## config.mk

```make
export PLATFORM = sky130hd
export DESIGN_NAME = rcf_reset_cause
export DESIGN_NICKNAME = d
export VERILOG_FILES = /design/src/core/rcf_pkg.sv /design/src/core/rcf_reset_cause.sv /design/src/core/rcf_sync3.sv
export VERILOG_INCLUDE_DIRS = /design/src /design/src/core
export SDC_FILE = /design/constraint.sdc
export NUM_CORES = 1
export LEC_CHECK = 0
export BUFFER_PORTS_ARGS = -buffer_cell sky130_fd_sc_hd__buf_2
export CORE_UTILIZATION = 51
export CTS_CLUSTER_DIAMETER = 100
export CTS_CLUSTER_SIZE = 40
export DETAILED_ROUTE_END_ITERATION = 8
export GPL_TIMING_DRIVEN = 0
export PLACE_DENSITY = 0.91
export SYNTH_ARGS = -nofsm -noshare
export SYNTH_HDL_FRONTEND = slang
export SYNTH_SLANG_ARGS = --single-unit
export TNS_END_PERCENT = 10
```

## constraint.sdc

```tcl
create_clock -name sys_clk -period 2 [get_ports sys_clk]
set_clock_uncertainty 0.2 [all_clocks]
set_input_delay 0.2 -clock sys_clk [delete_from_list [all_inputs] [get_ports sys_clk]]
set_output_delay 0.2 -clock sys_clk [all_outputs]
set_load 0.01 [all_outputs]
```

## src/core/rcf_consts.svh

```systemverilog
// Constants of the reset-cause flag block: field positions, reset values,
// restart vectors and register offsets.
// Assumes inclusion by bare name from the block's design files.
`ifndef RCF_CONSTS_SVH
`define RCF_CONSTS_SVH

// Register offsets on the plain register port
`define RCF_OFS_CAUSE      2'h0
`define RCF_OFS_STATE      2'h1
`define RCF_OFS_CONFIG     2'h2

// Cause register bit positions
`define RCF_BIT_OVF        7
`define RCF_BIT_UNF        6
`define RCF_BIT_UNUSED     5
`define RCF_BIT_WDT        4
`define RCF_BIT_PIN        3
`define RCF_BIT_SRI        2
`define RCF_BIT_POR        1
`define RCF_BIT_BROWN      0

// State register bit positions (upper state bits)
`define RCF_BIT_TOUT       4
`define RCF_BIT_PDOWN      3

// Power-on values and implemented-bit mask
`define RCF_CAUSE_POR      8'h1C
`define RCF_STATE_POR      5'h18
`define RCF_BROWN_POR_VAL  1'h0
`define RCF_IMPL_MASK      8'hDF

// Restart points
`define RCF_VEC_RESET      13'h0000
`define RCF_VEC_IRQ        13'h0004

`endif

```

## src/core/rcf_pkg.sv

```systemverilog
// Types shared by the reset-cause flag block.
// Assumes rcf_consts.svh is on the include path.
package rcf_pkg;

    typedef enum logic [2:0] {
        RCF_EV_NONE,
        RCF_EV_BROWNOUT,
        RCF_EV_WDT,
        RCF_EV_PIN,
        RCF_EV_SOFT,
        RCF_EV_OVF,
        RCF_EV_UNF
    } rcf_event_t;

    typedef struct packed {
        logic        restart;
        logic [12:0] vector;
    } rcf_pc_cmd_t;

    typedef struct packed {
        logic        wr;
        logic        rd;
        logic [1:0]  addr;
        logic [7:0]  wdata;
    } rcf_bus_req_t;

endpackage

```

## src/core/rcf_reset_cause.sv

```systemverilog
// Reset-cause recording: cause flags, time-out / power-down state bits and
// the program counter restart point.
// Assumes: reset is the power-on reset of the core clock domain; other
// reset and wake requests arrive as levels (pins) or one-cycle pulses.
//
// Operation
// (RULE1) Every reset event updates its cause bits; the code records only the highest-priority one per cycle
// (RULE2) Power-on: vector 0000h, state bits 1 1000
// (RULE3) Power-on: cause register loads 00-1 110x
// (RULE4) Software rewrites power-on flag to one afterwards
// (RULE5) Brown-out: 0000h, state 1 1uuu, cause 00-1 11u0
// (RULE6) Watchdog reset clears watchdog flag and time-out
// (RULE7) Watchdog in sleep: state 0 0uuu, PC+1
// (RULE8) Interrupt wake: state 1 0uuu, next instruction
// (RULE9) Wake with interrupts enabled then vectors 0004h
// (RULE10) Pin reset awake clears pin flag only
// (RULE11) Pin reset asleep: also state 1 0uuu
// (RULE12) Reset instruction clears instruction flag, restarts 0000h
// (RULE13) Enabled stack overflow sets overflow flag, restarts
// (RULE14) Enabled stack underflow sets underflow flag, restarts
// (RULE15) Firmware reads and writes every implemented flag
// (RULE16) Fixed cause bit positions, overflow at bit seven
// (RULE17) Bit five and unimplemented bits read zero
// (RULE18) Low-power brown-out ORed with main brown-out
// (RULE19) Hardware update beats same-cycle firmware write
//
// Local design decisions: the plain strobed port and the register offsets.
`timescale 1ns/1ps
`include "rcf_consts.svh"
module rcf_reset_cause
    import rcf_pkg::*;
(
    input  wire logic        sys_clk,          // Core clock, 40 MHz
    input  wire logic        reset,            // Power-on reset, async high
    input  wire logic        brownout_req,     // Main brown-out request pin
    input  wire logic        lp_brownout_req,  // Low-power detector request
    input  wire logic        ext_reset_pin,    // Pin level, low = reset
    input  wire logic        wdt_expire,       // Watchdog expiry pulse
    input  wire logic        soft_reset_exec,  // Reset instruction pulse
    input  wire logic        stack_ovf_evt,    // Stack overflow pulse
    input  wire logic        stack_unf_evt,    // Stack underflow pulse
    input  wire logic        irq_wake,         // Interrupt wake pulse
    input  wire logic        sleep_enter,      // Sleep instruction pulse
    input  wire logic        next_instr_done,  // Post-sleep instr retired
    input  wire logic [12:0] cur_pc,           // PC of the sleep instruction
    input  wire logic [1:0]  reg_addr,         // Register address
    input  wire logic [7:0]  reg_wdata,        // Register write data
    input  wire logic        reg_wr,           // Write strobe
    input  wire logic        reg_rd,           // Read strobe
    output logic      [7:0]  reg_rdata,        // Read data, cycle after rd
    output logic             core_hold,        // Core held in reset
    output logic             pc_load,          // PC load pulse
    output logic      [12:0] pc_vector,        // PC value to load
    output logic             irq_push          // Push return address pulse
);
    // ------------------------------------------------------------------
    // Input conditioning
    // ------------------------------------------------------------------
    logic [1:0] pin_sync;
    logic       brn_lvl;
    logic       pin_low;
    logic       brn_q_ff;
    logic       pin_q_ff;
    logic       brn_evt;
    logic       pin_evt;

    rcf_sync3 #(.W(2)) u_sync (
        .sys_clk  (sys_clk),
        .reset    (reset),
        .async_in ({brownout_req | lp_brownout_req, ~ext_reset_pin}), // RULE18
        .sync_out (pin_sync)
    );

    assign brn_lvl = pin_sync[1];
    assign pin_low = pin_sync[0];

    always_ff @(posedge sys_clk or posedge reset) begin
        if (reset) begin
            brn_q_ff <= 1'b0;
            pin_q_ff <= 1'b0;
        end else begin
            brn_q_ff <= brn_lvl;
            pin_q_ff <= pin_low;
        end
    end

    // Flags update on the asserting edge; the core is held while either request is asserted
    assign brn_evt = brn_lvl & ~brn_q_ff;
    assign pin_evt = pin_low & ~pin_q_ff;

    // ------------------------------------------------------------------
    // Sleep tracking and event priority
    // ------------------------------------------------------------------
    logic       asleep_ff;
    logic       stack_en_ff;
    logic       irq_en_ff;
    logic       sw_wr;
    logic       stack_ovf_rst;
    logic       stack_unf_rst;
    rcf_event_t ev;

    assign sw_wr         = reg_wr & (reg_addr == `RCF_OFS_CAUSE);
    assign stack_ovf_rst = stack_ovf_evt & stack_en_ff;
    assign stack_unf_rst = stack_unf_evt & stack_en_ff;

    // Brown-out outranks everything; only one cause is recorded per cycle
    always_comb begin
        ev = RCF_EV_NONE;
        if (brn_evt) begin
            ev = RCF_EV_BROWNOUT;
        end else if (pin_evt) begin
            ev = RCF_EV_PIN;
        end else if (wdt_expire) begin
            ev = RCF_EV_WDT;
        end else if (soft_reset_exec) begin
            ev = RCF_EV_SOFT;
        end else if (stack_ovf_rst) begin
            ev = RCF_EV_OVF;
        end else if (stack_unf_rst) begin
            ev = RCF_EV_UNF;
        end
    end

    // ------------------------------------------------------------------
    // Cause flags
    // ------------------------------------------------------------------
    logic [7:0] cause_ff;
    logic [7:0] nxt_cause;

    always_comb begin
        nxt_cause = cause_ff;
        if (sw_wr) begin
            nxt_cause = reg_wdata & `RCF_IMPL_MASK; // RULE15 RULE17
        end
        // Hardware after software so it wins on the same bit
        unique case (ev) // RULE19
            RCF_EV_BROWNOUT: begin
                nxt_cause[`RCF_BIT_OVF]    = 1'b0; // RULE5
                nxt_cause[`RCF_BIT_UNF]    = 1'b0;
                nxt_cause[`RCF_BIT_WDT]    = 1'b1;
                nxt_cause[`RCF_BIT_PIN]    = 1'b1;
                nxt_cause[`RCF_BIT_SRI]    = 1'b1;
                nxt_cause[`RCF_BIT_BROWN]  = 1'b0;
            end
            RCF_EV_WDT: begin
                if (!asleep_ff) begin
                    nxt_cause[`RCF_BIT_WDT] = 1'b0; // RULE6
                end
            end
            RCF_EV_PIN:    nxt_cause[`RCF_BIT_PIN]    = 1'b0; // RULE10 RULE11
            RCF_EV_SOFT:   nxt_cause[`RCF_BIT_SRI]    = 1'b0; // RULE12
            RCF_EV_OVF:    nxt_cause[`RCF_BIT_OVF]    = 1'b1; // RULE13
            RCF_EV_UNF:    nxt_cause[`RCF_BIT_UNF]    = 1'b1; // RULE14
            RCF_EV_NONE:   ;
        endcase
    end

    // Power-on flag is only cleared here; software restores it
    always_ff @(posedge sys_clk or posedge reset) begin
        if (reset) begin
            cause_ff <= `RCF_CAUSE_POR; // RULE3 RULE4
        end else begin
            cause_ff <= nxt_cause; // RULE1 RULE16
        end
    end

    // ------------------------------------------------------------------
    // Time-out / power-down state bits
    // ------------------------------------------------------------------
    logic [4:0] state_ff;
    logic [4:0] nxt_state;

    always_comb begin
        nxt_state = state_ff;
        if (sleep_enter) begin
            nxt_state[`RCF_BIT_PDOWN] = 1'b0;
        end
        unique case (ev)
            RCF_EV_BROWNOUT: begin
                nxt_state[`RCF_BIT_TOUT]  = 1'b1; // RULE5
                nxt_state[`RCF_BIT_PDOWN] = 1'b1;
            end
            RCF_EV_WDT: begin
                nxt_state[`RCF_BIT_TOUT] = 1'b0; // RULE6 RULE7
                if (asleep_ff) begin
                    nxt_state[`RCF_BIT_PDOWN] = 1'b0;
                end
            end
            RCF_EV_PIN: begin
                if (asleep_ff) begin
                    nxt_state[`RCF_BIT_TOUT]  = 1'b1; // RULE11
                    nxt_state[`RCF_BIT_PDOWN] = 1'b0;
                end
            end
            default: ;
        endcase
        if (ev == RCF_EV_NONE && irq_wake && asleep_ff) begin
            nxt_state[`RCF_BIT_TOUT]  = 1'b1; // RULE8
            nxt_state[`RCF_BIT_PDOWN] = 1'b0;
        end
    end

    always_ff @(posedge sys_clk or posedge reset) begin
        if (reset) begin
            state_ff <= `RCF_STATE_POR; // RULE2
        end else begin
            state_ff <= nxt_state;
        end
    end

    // ------------------------------------------------------------------
    // Sleep, config and wake sequencing
    // ------------------------------------------------------------------
    logic wake_now;
    logic irq_pend_ff;

    assign wake_now = asleep_ff & ((ev == RCF_EV_WDT) |
                      (ev == RCF_EV_NONE & irq_wake));

    always_ff @(posedge sys_clk or posedge reset) begin
        if (reset) begin
            asleep_ff <= 1'b0;
        end else if (ev != RCF_EV_NONE || wake_now) begin
            asleep_ff <= 1'b0;
        end else if (sleep_enter) begin
            asleep_ff <= 1'b1;
        end
    end

    always_ff @(posedge sys_clk or posedge reset) begin
        if (reset) begin
            stack_en_ff <= 1'b0;
            irq_en_ff   <= 1'b0;
        end else if (reg_wr && reg_addr == `RCF_OFS_CONFIG) begin
            stack_en_ff <= reg_wdata[0];
            irq_en_ff   <= reg_wdata[1];
        end
    end

    // Vector only after the instruction past the sleep retires
    always_ff @(posedge sys_clk or posedge reset) begin
        if (reset) begin
            irq_pend_ff <= 1'b0;
        end else if (ev != RCF_EV_NONE) begin
            irq_pend_ff <= 1'b0;
        end else if (wake_now && irq_wake && irq_en_ff) begin
            irq_pend_ff <= 1'b1; // RULE9
        end else if (next_instr_done) begin
            irq_pend_ff <= 1'b0;
        end
    end

    // ------------------------------------------------------------------
    // Program counter restart
    // ------------------------------------------------------------------
    logic resets_pc;

    // Watchdog expiry in sleep is a wake, not a restart
    assign resets_pc = (ev != RCF_EV_NONE) &
                       ~(ev == RCF_EV_WDT & asleep_ff);

    always_ff @(posedge sys_clk or posedge reset) begin
        if (reset) begin
            pc_load   <= 1'b1; // RULE2
            pc_vector <= `RCF_VEC_RESET;
            irq_push  <= 1'b0;
        end else if (resets_pc) begin
            pc_load   <= 1'b1;
            pc_vector <= `RCF_VEC_RESET;
            irq_push  <= 1'b0;
        end else if (wake_now) begin
            pc_load   <= 1'b1; // RULE7 RULE8
            pc_vector <= cur_pc + 13'h0001;
            irq_push  <= 1'b0;
        end else if (irq_pend_ff && next_instr_done) begin
            pc_load   <= 1'b1; // RULE9
            pc_vector <= `RCF_VEC_IRQ;
            irq_push  <= 1'b1;
        end else begin
            pc_load   <= 1'b0;
            pc_vector <= pc_vector;
            irq_push  <= 1'b0;
        end
    end

    always_ff @(posedge sys_clk or posedge reset) begin
        if (reset) begin
            core_hold <= 1'b1;
        end else begin
            core_hold <= brn_lvl | pin_low;
        end
    end

    // ------------------------------------------------------------------
    // Register read port
    // ------------------------------------------------------------------
    always_ff @(posedge sys_clk or posedge reset) begin
        if (reset) begin
            reg_rdata <= 8'h00;
        end else if (reg_rd) begin
            unique case (reg_addr)
                `RCF_OFS_CAUSE:  reg_rdata <= cause_ff & `RCF_IMPL_MASK;
                `RCF_OFS_STATE:  reg_rdata <= {3'h0, state_ff};
                `RCF_OFS_CONFIG: reg_rdata <= {6'h00, irq_en_ff,
                                               stack_en_ff};
                default:         reg_rdata <= 8'h00;
            endcase
        end else begin
            reg_rdata <= 8'h00;
        end
    end
endmodule

```

## src/core/rcf_sync3.sv

```systemverilog
// Three-stage synchroniser for asynchronous request levels.
// Assumes one clock domain; the change counts when stages two and three
// agree, so the first stage feeds only the second.
`timescale 1ns/1ps
module rcf_sync3 #(
    parameter int W = 1
) (
    input  wire logic         sys_clk,   // Core clock
    input  wire logic         reset,     // Async reset, active high
    input  wire logic [W-1:0] async_in,  // Level from outside the domain
    output logic      [W-1:0] sync_out   // Filtered synchronous level
);
    logic [W-1:0] s1_ff;
    logic [W-1:0] s2_ff;
    logic [W-1:0] s3_ff;
    logic [W-1:0] nxt_out;

    always_ff @(posedge sys_clk or posedge reset) begin
        if (reset) begin
            s1_ff <= '0;
            s2_ff <= '0;
            s3_ff <= '0;
        end else begin
            s1_ff <= async_in;
            s2_ff <= s1_ff;
            s3_ff <= s2_ff;
        end
    end

    // Output moves only where the two later stages agree
    genvar g;
    generate
        for (g = 0; g < W; g = g + 1) begin : g_bit
            assign nxt_out[g] = (s2_ff[g] == s3_ff[g]) ? s3_ff[g]
                                                      : sync_out[g];
        end
    endgenerate

    always_ff @(posedge sys_clk or posedge reset) begin
        if (reset) begin
            sync_out <= '0;
        end else begin
            sync_out <= nxt_out;
        end
    end
endmodule

```

# Word-level counts from Yosys, hierarchy flattened
# Cells that the tools add are included.
[totals]
ff_bits = 47
inputBits = 37
out_inout_bits = 24
elab_cells = 107
[classes]
addsub = 1
eq_ne = 11
n_mux = 34
n_bitwise = 16
reduce_logical = 20
[op_table]
columns = ["operator", "n"]
rows = [
  ["13-bit 2-to-1 mux", 3],
  ["8-bit one-hot mux with 3 select lines", 1],
  ["3-bit nonzero test", 7],
  ["3-bit 2-to-1 mux", 6],
  ["8-bit 2-to-1 mux", 2],
  ["1-bit 2-to-1 mux", 14],
  ["13-bit by 1-bit adder with 13-bit output (second input constant)", 1],
  ["1-bit one-hot mux with 2 select lines", 5],
  ["1-bit AND", 9],
  ["3-bit equality test (second input constant)", 3],
  ["3-bit by 2-bit equality test with 1-bit output (second input constant)", 2],
  ["1-bit logical AND", 6],
  ["2-bit one-hot mux with 3 select lines", 1],
  ["2-bit 2-to-1 mux", 2],
  ["1-bit NOT", 4],
  ["2-bit nonzero test", 2],
  ["4-bit nonzero test", 1],
  ["3-bit by 1-bit equality test with 1-bit output (second input constant)", 1],
  ["3-bit zero test", 1],
  ["3-bit inequality test (second input constant)", 1],
  ["1-bit OR", 3],
  ["1-bit equality test", 2],
  ["2-bit by 1-bit equality test with 1-bit output (second input constant)", 1],
  ["2-bit equality test (second input constant)", 1],
  ["other kinds (3)", 3],
]

# Depth between registers and ports, before layout
# Gate-level depths: netlist (run 1).
[depth]
ltp_word = 15
mapped_depth = 6
depth_no_buf = 5

# Cells and area by module
# A second synthesis (run 1) with hierarchy kept.
[hier_totals]
cells_unflattened = 192
area_unflattened_um2 = 2179.6
[by_module_without_submodules]
columns = ["module", "instances", "cells_each", "area_each_um2", "seq_area_each_um2"]
rows = [
  ["rcf_reset_cause", 1, 181, 1953.1, 959.7],
  ["rcf_sync3", 1, 11, 226.5, 200.2],
]

# Worst setup path after synthesis (run 1)
# No wires, ideal clock.
[synth_timing]
kind = "flip-flop to flip-flop"
startpoint = "register u_sync.sync_out[0]"
endpoint = "register pc_vector[5]"
setup_ps = 122
arrival_time_ps = 1439
required_ps = 1678
slack_ps = 239
path_stages_with_launch = 6
n_path_buf = 2
period_less_slack_ps = 1761
cell_sequence = "dfrtp_1 nor2b_4 buf_6 o41a_1 buf_2 a32o_1"
[synth_via]
elab_chain_len = 9
elab_cells_between_ends = 15
classes_between = "eq/ne (1); mux (4); bitwise (7); reduce/logical (3)"
[synth_rtl]
columns = ["item", "line", "source"]
rows = [
  ["start, declared", "rcf_sync3.sv:11", "output logic [W-1:0] sync_out"],
  ["start signal, assigned", "rcf_sync3.sv:43", "sync_out <= nxt_out;"],
  ["1-bit AND (*)", "rcf_reset_cause.sv:89", "assign pin_evt = pin_low & ~pin_q_ff;"],
  ["3-bit 2-to-1 mux (*)", "rcf_reset_cause.sv:111", "end else if (pin_evt) begin"],
  ["3-bit 2-to-1 mux (*)", "rcf_reset_cause.sv:109", "if (brn_evt) begin"],
  ["3-bit zero test", "rcf_reset_cause.sv:218", "(ev == RCF_EV_NONE & irq_wake));"],
  ["1-bit AND", "rcf_reset_cause.sv:218", ""],
  ["1-bit OR", "rcf_reset_cause.sv:217", "assign wake_now = asleep_ff & ((ev == RCF_EV_WDT) |"],
  ["1-bit AND", "rcf_reset_cause.sv:217", ""],
  ["13-bit 2-to-1 mux", "rcf_reset_cause.sv:271", "end else if (wake_now) begin"],
  ["13-bit 2-to-1 mux", "rcf_reset_cause.sv:267", "end else if (resets_pc) begin"],
  ["end signal, assigned", "rcf_reset_cause.sv:265", "pc_vector <= `RCF_VEC_RESET;"],
  ["end signal, assigned", "rcf_reset_cause.sv:269", "pc_vector <= `RCF_VEC_RESET;"],
  ["end signal, assigned", "rcf_reset_cause.sv:273", "pc_vector <= cur_pc + 13'h0001;"],
  ["end, declared", "rcf_reset_cause.sv:53", "output logic [12:0] pc_vector,"],
]
# Mark *: on every way between the ends. The rest lies on a longest branch, timed or not.
# A chain may end at the register's enable or synchronous reset.

# Worst setup path in the final report (run 1)
# Ends and elaborated chain as after synthesis.

==> results of run 1 <==
-- worst min-delay path: stages --
cell and delay [ps]:
sky130_fd_sc_hd__buf_2 80, sky130_fd_sc_hd__mux2i_1 70, sky130_fd_sc_hd__o21ai_1 130
-- Yosys cell counts (all sizes together) (4+ instances only) --
| cell | n |
|---|---|
| mux2i | 10 |
| inv | 8 |
| dfrtp | 39 |
| nand2 | 9 |
| a22oi | 7 |
| nor3 | 4 |
| nand2b | 4 |
| nor2 | 17 |
| nand3 | 4 |
| o21ai | 6 |
| dfstp | 7 |
| mux2 | 4 |
| a21oi | 7 |
| buf | 6 |
| a32o | 4 |
| xor2 | 4 |
| nor3b | 4 |
| nor4 | 6 |
-- cells by family after synthesis --
kind of cell	share of synthesized area [%]
buffers and inverters	3.40
other	0.176
adder cells (fa/ha/maj)	1.52
XOR/XNOR	2.87
multiplexers	6.80
AO/OA/AOI/OAI	14.1
flip-flops	54.4
AND/OR/NAND/NOR	16.8
-- path summary, 6_finish.rpt --
kind | start | cells after the start | end
min in group asynchronous | reset | 3 | reg_rdata[1]
max reg2reg | u_sync.sync_out[0] | 5 | pc_vector[5]
min | reg_wdata[3] | 3 | cause_ff[3]
min reg2reg | u_sync.s1_ff[0] | 0 | u_sync.s2_ff[0]
max | u_sync.sync_out[0] | 5 | pc_vector[5]
max in group asynchronous | reset | 3 | u_sync.s2_ff[0]
-- final cells by class --
type	instances	area share, %
Timing Repair Buffer	66	14.0
Tap cell	50	2.34
Clock inverter	1	0.188
Sequential cell	46	43.5
Buffer	7	1.59
Multi-Input combinational cell	127	34.1
Clock buffer	7	3.23
Inverter	8	1.13
-- repair_timing --
action                                  CTS  global route
gates resized for setup                   0             2
endpoints found under the setup margin    0            17
hold buffers                              8             0
buffers inserted                          0             1
hold endpoints to repair                 47             0
-- power breakdown --
part	switching, mW	internal (mW)
logic	0.192	0.160
clock network	0.295	0.279
registers	0.0433	1.03
-- sequential cells by signal, indices dropped and copies added, names as in the netlist, 2 cells and up --
| register | cells |
|---|---|
| pc_vector | 13 |
| cause_ff | 7 |
| reg_rdata | 7 |
| state_ff | 2 |
| u_sync.s1_ff | 2 |
| u_sync.s2_ff | 2 |
| u_sync.s3_ff | 2 |
| u_sync.sync_out | 2 |
-- layer usage --
| metal | up-vias | global-route usage, % | routed length [um] |
|---|---|---|---|
| met1 | 835 | 27.3 | 1850 |
| met2 | 75 | 40.9 | 2320 |
| met3 | 8 | 6.34 | 329 |
| met4 | 0 | 9.31 | 77 |
| met5 | - | 0 | 0 |
| li1 | 827 | - | - |
-- through the flow --
step                      utilization [%]  cell area (um2)
after global routing                 66.7             2670
after floorplan                         -             2130
final                                66.7             2670
after detailed placement             62.0             2480
after global placement               62.0             2480
after CTS                            66.3             2650
==> load_flow_metrics.sql, run 1 <==
INSERT INTO impl_metrics (metric_group, metric, value, unit) VALUES
('cells_and_area', 'fillers', '333', ''),
('sta', 'final_period_minus_worst_setup_slack', '1910', 'ps'),
('synth', 'syn-instance-count', '188', ''),
('synth', 'syn_area', '2130', 'um2'),
('setup_path', 'endpoint_kind', 'register', ''),
('synth', 'yosysSeqAreaShare', '54.4', '%'),
('synth', 'ys.flop_type', 'sky130_fd_sc_hd__dfrtp_1', ''),
('clock_tree', 'numCtsBuffers', '5', ''),
('grt', 'grt_antenna_before_repair', '0', ''),
('sta', 'fin_worst_hold_slack', '13.2', 'ps'),
('die', 'dieWidth', '66.7', 'um'),
('grt', 'wire_length_of_the_first_global_routing_pass', '7.71', 'mm'),
('sta', 'timing.final.crit_share', '95.3', '%'),
('die', 'design.core.area', '4000', 'um2'),
('setup_path', 'timing.critical_path.required', '1990', 'ps'),
('synth', 'synth.largest_area_cell', 'sky130_fd_sc_hd__dfrtp_1', ''),
('power', 'ir_worst_vdd', '0.456', 'mV'),
('placement', 'finalWeightedCongestion', '0.831', ''),
('grt', 'grt_start_max_net_pins', '47', ''),
('cells_and_area', 'count_of_inserted_antenna_diode_cells', '0', ''),
('sta', 'relSlewSlack', '39.1', '%'),
('setup_path', 'path_buf_inv', '2', ''),
('outcome', 'run_status', 'complete, no violations', ''),
('sta', 'tightest_slew', '911', 'ps'),
('clock_tree', 'ctsLongestPathBuffers', '2', ''),
('placement', 'dp_worst_setup_slack', '24.9', 'ps'),
('die', 'floorplan.die_area', '4450', 'um2'),
('cells_and_area', 'final_common_cell', 'sky130_fd_sc_hd__buf_2', ''),
('cells_and_area', 'sequential_cell_area', '1160', 'um2'),
('cells_and_area', 'area_of_combinational_cells_with_multiple_inputs', '910', 'um2'),
('setup_path', 'cp_max_fo', '10', ''),
('sta', 'rsz0062_at_grt', 'yes', ''),
('grt', 'first_global_vias', '1751', ''),
('placement', 'detailedPlacementHpwl', '3.39', 'mm'),
('clock_tree', 'ctsRootBufferMaster', 'sky130_fd_sc_hd__clkbuf_8', ''),
('die', 'die_height', '66.7', 'um'),
('die', 'top_level_ports', '61', ''),
('detailed_routing', 'routed_wire_length_per_instance', '14.7', 'um'),
('synth', 'ffs_w_async_s_r_synth', '100', '%'),
('clock_tree', 'clk_pin_slew_worst_paths', '80', 'ps'),
('placement', 'instance_count_after_placement_with_tap_cells_included', '295', ''),
('power', 'p_total', '1.99', 'mW'),
('run', 'max-cap-violations', '0', ''),
('cells_and_area', 'area.growth.synth_to_final', '25.1', '%'),
('grt', 'total_routing_usage_reported_by_global_routing', '23.5', '%'),
('synth', 'avgSynthCellArea', '11.3', 'um2'),
('synth', 'synth_edf_count', '0', ''),
('detailed_routing', 'route.detailed.vias_per_inst', '5.59', ''),
('grt', 'global_route.overflow_total', '0', ''),
('synth', 'synth_fp_nets', '226', ''),
('setup_path', 'worst_ep_arrival_time', '1900', 'ps'),
('setup_path', 'crit_family', 'compound AO/OA/AOI/OAI gates', ''),
('detailed_routing', 'vias', '1745', ''),
('cells_and_area', 'layout-drive-gt1-share', '34.0', '%'),
('synth', 'synthesis.yosys.warnings', '0', ''),
('synth', 'synth_seq_cells', '46', ''),
('sta', 'clock.fmax', '524', 'MHz'),
('setup_path', 'critical_path.max_stage_delay', '440', 'ps'),
('placement', 'buffer_ports.inserted', '57', ''),
('setup_path', 'worst-setup-path-type', 'reg -> reg', ''),
('sta', 'timing.final.hold_violations', '0', ''),
('clock_tree', 'clock_insertion_delay_worst_skew', '300', 'ps'),
('cells_and_area', 'num-nets-final', '299', ''),
('setup_path', 'r2r_setup_slack', '90', 'ps'),
('die', 'initial_utilization', '53.3', '%'),
('synth', 'synth_top_cell_area_share', '45.7', '%'),
('detailed_routing', 'drt_drc_violations_left', '0', ''),
('sta', 'finalSetupViolCount', '0', ''),
('cells_and_area', 'final_cell_mix', '61 x sky130_fd_sc_hd__buf_2, 39 x sky130_fd_sc_hd__dfrtp_1, 17 x sky130_fd_sc_hd__nor2_1, 10 x sky130_fd_sc_hd__mux2i_1, 9 x sky130_fd_sc_hd__nand2_1', ''),
('synth', 'synth_cell_type_count', '51', ''),
('setup_path', 'cpMaxStageDelayCell', 'sky130_fd_sc_hd__o41a_1', '');
Note: power is estimated with default switching activity, not from simulation.
==> run 2: changes to the inputs <==
- PLACE_DENSITY: 0.91 -> 0.9
- SETUP_SLACK_MARGIN: not set -> 0.1
- SYNTH_HIERARCHICAL: not set -> 1
==> load_flow_metrics.sql, run 2 <==
INSERT INTO impl_metrics (metric_group, metric, value, unit) VALUES
('clock_tree', 'numCtsBuffers', '5', ''),
('grt', 'grtUsageMet3', '7.09', '%'),
('setup_path', 'worst_ep_arrival_time', '1890', 'ps'),
('cells_and_area', 'final_cell_mix', '58 x sky130_fd_sc_hd__buf_2, 39 x sky130_fd_sc_hd__dfrtp_1, 16 x sky130_fd_sc_hd__nor2_1, 13 x sky130_fd_sc_hd__dlygate4sd3_1, 12 x sky130_fd_sc_hd__mux2i_1', ''),
('synth', 'synth.largest_area_cell', 'sky130_fd_sc_hd__dfrtp_1', ''),
('hold_path', 'hold_depth', '3', ''),
('sta', 'fin_worst_hold_slack', '1.81', 'ps'),
('synth', 'synth_fp_nets', '230', ''),
('sta', 'slew_viol_final', '0', ''),
('die', 'die_height', '67.4', 'um'),
('grt', 'met1_routing_resource_usage_after_global_routing', '29.7', '%'),
('setup_path', 'endpoint_kind', 'register', ''),
('detailed_routing', 'drt_drc_violations_left', '0', ''),
('cells_and_area', 'area_of_combinational_cells_with_multiple_inputs', '937', 'um2'),
('setup_path', 'rr_startpoint', 'u_sync/sync_out[0]', ''),
('synth', 'post-synth-top-count-cell', 'sky130_fd_sc_hd__dfrtp_1', ''),
('grt', 'global_route.overflow_total', '0', ''),
('sta', 'finalSetupViolCount', '0', ''),
('die', 'fp-row-count', '23', ''),
('cells_and_area', 'largest_register_ff_count', '13', ''),
('sta', 'clock.fmax', '535', 'MHz'),
('hold_path', 'hp-start', 'reg_wdata[6]', ''),
('synth', 'synth_top_cell_area_share', '44.8', '%'),
('cells_and_area', 'postLayoutCellArea', '2800', 'um2'),
('clock_tree', 'ctsLongestPathBuffers', '2', ''),
('cells_and_area', 'num-nets-final', '310', ''),
('clock_tree', 'cts.sinks', '46', ''),
('detailed_routing', 'routed_wire_length_per_instance', '14.2', 'um'),
('grt', 'met2_use_gr', '36.1', '%'),
('cells_and_area', 'sequential_cell_area', '1160', 'um2'),
('clock_tree', 'htreeDepth', '2', ''),
('cells_and_area', 'area.growth.synth_to_final', '28.2', '%'),
('setup_path', 'ff2ff_path_depth', '5', ''),
('cells_and_area', 'reg_with_most_ffs', 'pc_vector', ''),
('sta', 'relSlewSlack', '53.0', '%'),
('sta', 'timing.final.hold_violations', '0', ''),
('synth', 'syn_area', '2180', 'um2'),
('power', 'ir_worst_vdd', '0.409', 'mV'),
('detailed_routing', 'vias', '1755', ''),
('detailed_routing', 'route.detailed.vias_per_inst', '5.43', ''),
('placement', 'detailedPlacementHpwl', '3.29', 'mm'),
('placement', 'dp_worst_setup_slack', '97.4', 'ps'),
('power', 'p_leak', '1.31', 'nW'),
('outcome', 'run_status', 'complete, no violations', ''),
('synth', 'synth_edf_count', '0', ''),
('sta', 'rsz0062_at_grt', 'yes', ''),
('clock_tree', 'cts_tree', 'yes', ''),
('synth', 'synth_seq_cells', '46', ''),
('cells_and_area', 'fillers', '298', ''),
('clock_tree', 'ctsRootBufferMaster', 'sky130_fd_sc_hd__clkbuf_8', ''),
('grt', 'grt_busiest_layer', 'met2', ''),
('synth', 'synthesis.yosys.warnings', '6', ''),
('power', 'power_per_cell_area', '726', 'nW/um2'),
('die', 'floorplan.die_area', '4540', 'um2'),
('synth', 'ys_top_cells_by_area', 'sky130_fd_sc_hd__dfrtp_1 45%, sky130_fd_sc_hd__dfstp_2 8.4%, sky130_fd_sc_hd__mux2i_1 5.5%', ''),
('sta', 'final_period_minus_worst_setup_slack', '1870', 'ps'),
('grt', 'total_routing_usage_reported_by_global_routing', '22.8', '%'),
('die', 'dieWidth', '67.4', 'um'),
('hold_path', 'worstHoldEndpoint', 'cause_ff[6]', ''),
('clock_tree', 'clk_pin_slew_worst_paths', '80', 'ps'),
('placement', 'place_area', '2550', 'um2'),
('grt', 'grt_antenna_before_repair', '0', ''),
('cells_and_area', 'finish.cell_count_without_fillers', '323', ''),
('detailed_routing', 'routed_wirelength', '4.59', 'mm'),
('sta', 'timing.final.crit_share', '93.5', '%'),
('die', 'initial_utilization', '53.7', '%'),
('placement', 'instance_count_after_placement_with_tap_cells_included', '299', ''),
('synth', 'ys.flop_type', 'sky130_fd_sc_hd__dfrtp_1', ''),
('die', 'design.core.area', '4060', 'um2'),
('sta', 'tightest_slew', '705', 'ps'),
('grt', 'first_global_vias', '1637', ''),
('detailed_routing', 'detail_route.iter0.violations', '125', ''),
('synth', 'synth_cell_type_count', '52', ''),
('setup_path', 'cp_max_fo', '10', ''),
('setup_path', 'worst_reg2reg_path_endpoint', 'state_ff[4]', ''),
('synth', 'syn-instance-count', '192', ''),
('cells_and_area', 'layout-drive-gt1-share', '35.5', '%'),
('detailed_routing', 'drtPass1Iterations', '4', ''),
('placement', 'buffer_ports.inserted', '56', ''),
('cells_and_area', 'count_of_inserted_antenna_diode_cells', '0', ''),
('detailed_routing', 'drt.antenna.violating_nets', '0', ''),
('synth', 'ffs_w_async_s_r_synth', '100', '%'),
('synth', 'avgSynthCellArea', '11.4', 'um2'),
('cells_and_area', 'final_common_cell', 'sky130_fd_sc_hd__buf_2', ''),
('setup_path', 'r2r_setup_slack', '130', 'ps'),
('grt', 'grt_start_max_net_pins', '24', ''),
('cells_and_area', 'largestRegisters', 'pc_vector (13), cause_ff (7), reg_rdata (7)', ''),
('setup_path', 'timing.critical_path.from_type', 'register', ''),
('run', 'max-cap-violations', '0', ''),
('setup_path', 'timing.critical_path.required', '2020', 'ps'),
('synth', 'yosysSeqAreaShare', '53.2', '%'),
('cells_and_area', 'fin_util', '68.9', '%'),
('power', 'p_total', '2.03', 'mW'),
('placement', 'finalWeightedCongestion', '0.791', ''),
('sta', 'setup_tns_final', '0', 'ps'),
('grt', 'wire_length_of_the_first_global_routing_pass', '7.42', 'mm'),
('hold_path', 'min-delay-path-class', 'in -> reg', ''),
('sta', 'setup_slack_of_the_critical_path_after_layout', '131', 'ps'),
('setup_path', 'worst-setup-path-type', 'reg -> reg', ''),
('synth', 'post_synth_most_frequent_cells', '39 x sky130_fd_sc_hd__dfrtp_1, 16 x sky130_fd_sc_hd__nor2_1, 12 x sky130_fd_sc_hd__mux2i_1', ''),
('die', 'top_level_ports', '61', ''),
('clock_tree', 'clock_insertion_delay_worst_skew', '300', 'ps');
==> run 2: cell count changes after synthesis, moves of 3 or more <==
cell | before | now
sky130_fd_sc_hd__mux2_1 | 3 | 0
sky130_fd_sc_hd__nor3_1 | 4 | 8
sky130_fd_sc_hd__a32o_1 | 3 | 0
sky130_fd_sc_hd__o2bb2ai_1 | 1 | 4
sky130_fd_sc_hd__nor3b_1 | 4 | 1
==> run 2: how the worst max path moves through the flow <==
stage	cells after the start	slack [ps]	start	endpoint
CTS	7	120	irq_wake	pc_vector[7]
global route	5	30	stack_en_ff	pc_vector[12]
floorplan	5	290	u_sync/sync_out[0]	pc_vector[5]
global placement	5	120	u_sync/sync_out[0]	pc_vector[12]
detailed placement	5	100	u_sync/sync_out[0]	pc_vector[12]
finish	5	130	u_sync/sync_out[0]	state_ff[4]
==> run 2: worst max-delay path: stages (launching register included) <==
cell and delay (ps):
sky130_fd_sc_hd__dfrtp_1 410, sky130_fd_sc_hd__nor2b_4 140, sky130_fd_sc_hd__buf_6 140, sky130_fd_sc_hd__or3_1 420
sky130_fd_sc_hd__nor3_1 240, sky130_fd_sc_hd__a2bb2oi_1 240
==> run 2: layout make-up <==
cell class              instances  area share [%]
clock buffers                   6            2.60
inverters                      10            1.34
repair buffers                 73            16.5
flip-flops and latches         46            41.5
clock inverters                 2           0.492
plain buffers                   7            1.84
multi-input cells             129            33.5
well taps                      50            2.24
==> run 2: report_power, final <==
part / total [mW] / switching [mW] / internal [mW]
clock: 0.552 / 0.306 / 0.247
combinational: 0.394 / 0.204 / 0.190
sequential: 1.08 / 0.0512 / 1.03
total: 2.03 / 0.561 / 1.47
==> run 2: logic make-up after synthesis <==
family,count (synthesis),synth area share (%)
multiplexers,15,7.06
AO/OA/AOI/OAI,34,11.4
XOR/XNOR,7,2.81
adder cells (fa/ha/maj),3,1.61
AND/OR/NAND/NOR,69,19.6
other,1,0.172
buffers and inverters,17,4.08
flip-flops,46,53.2
==> run 2: timing repair <==
item	CTS	global route
hold buffers	13	0
resized for setup	0	1
setup endpoints to repair	5	14
endpoints found under the hold margin	38	0
buffers inserted	2	1
pin swaps	1	2
==> run 2: routing by layer <==
metal  vias up  wire length (um)
li1        855                 -
met1       839              1940
met2        54              2300
met3         7               297
met4         0                54
met5         -                 0
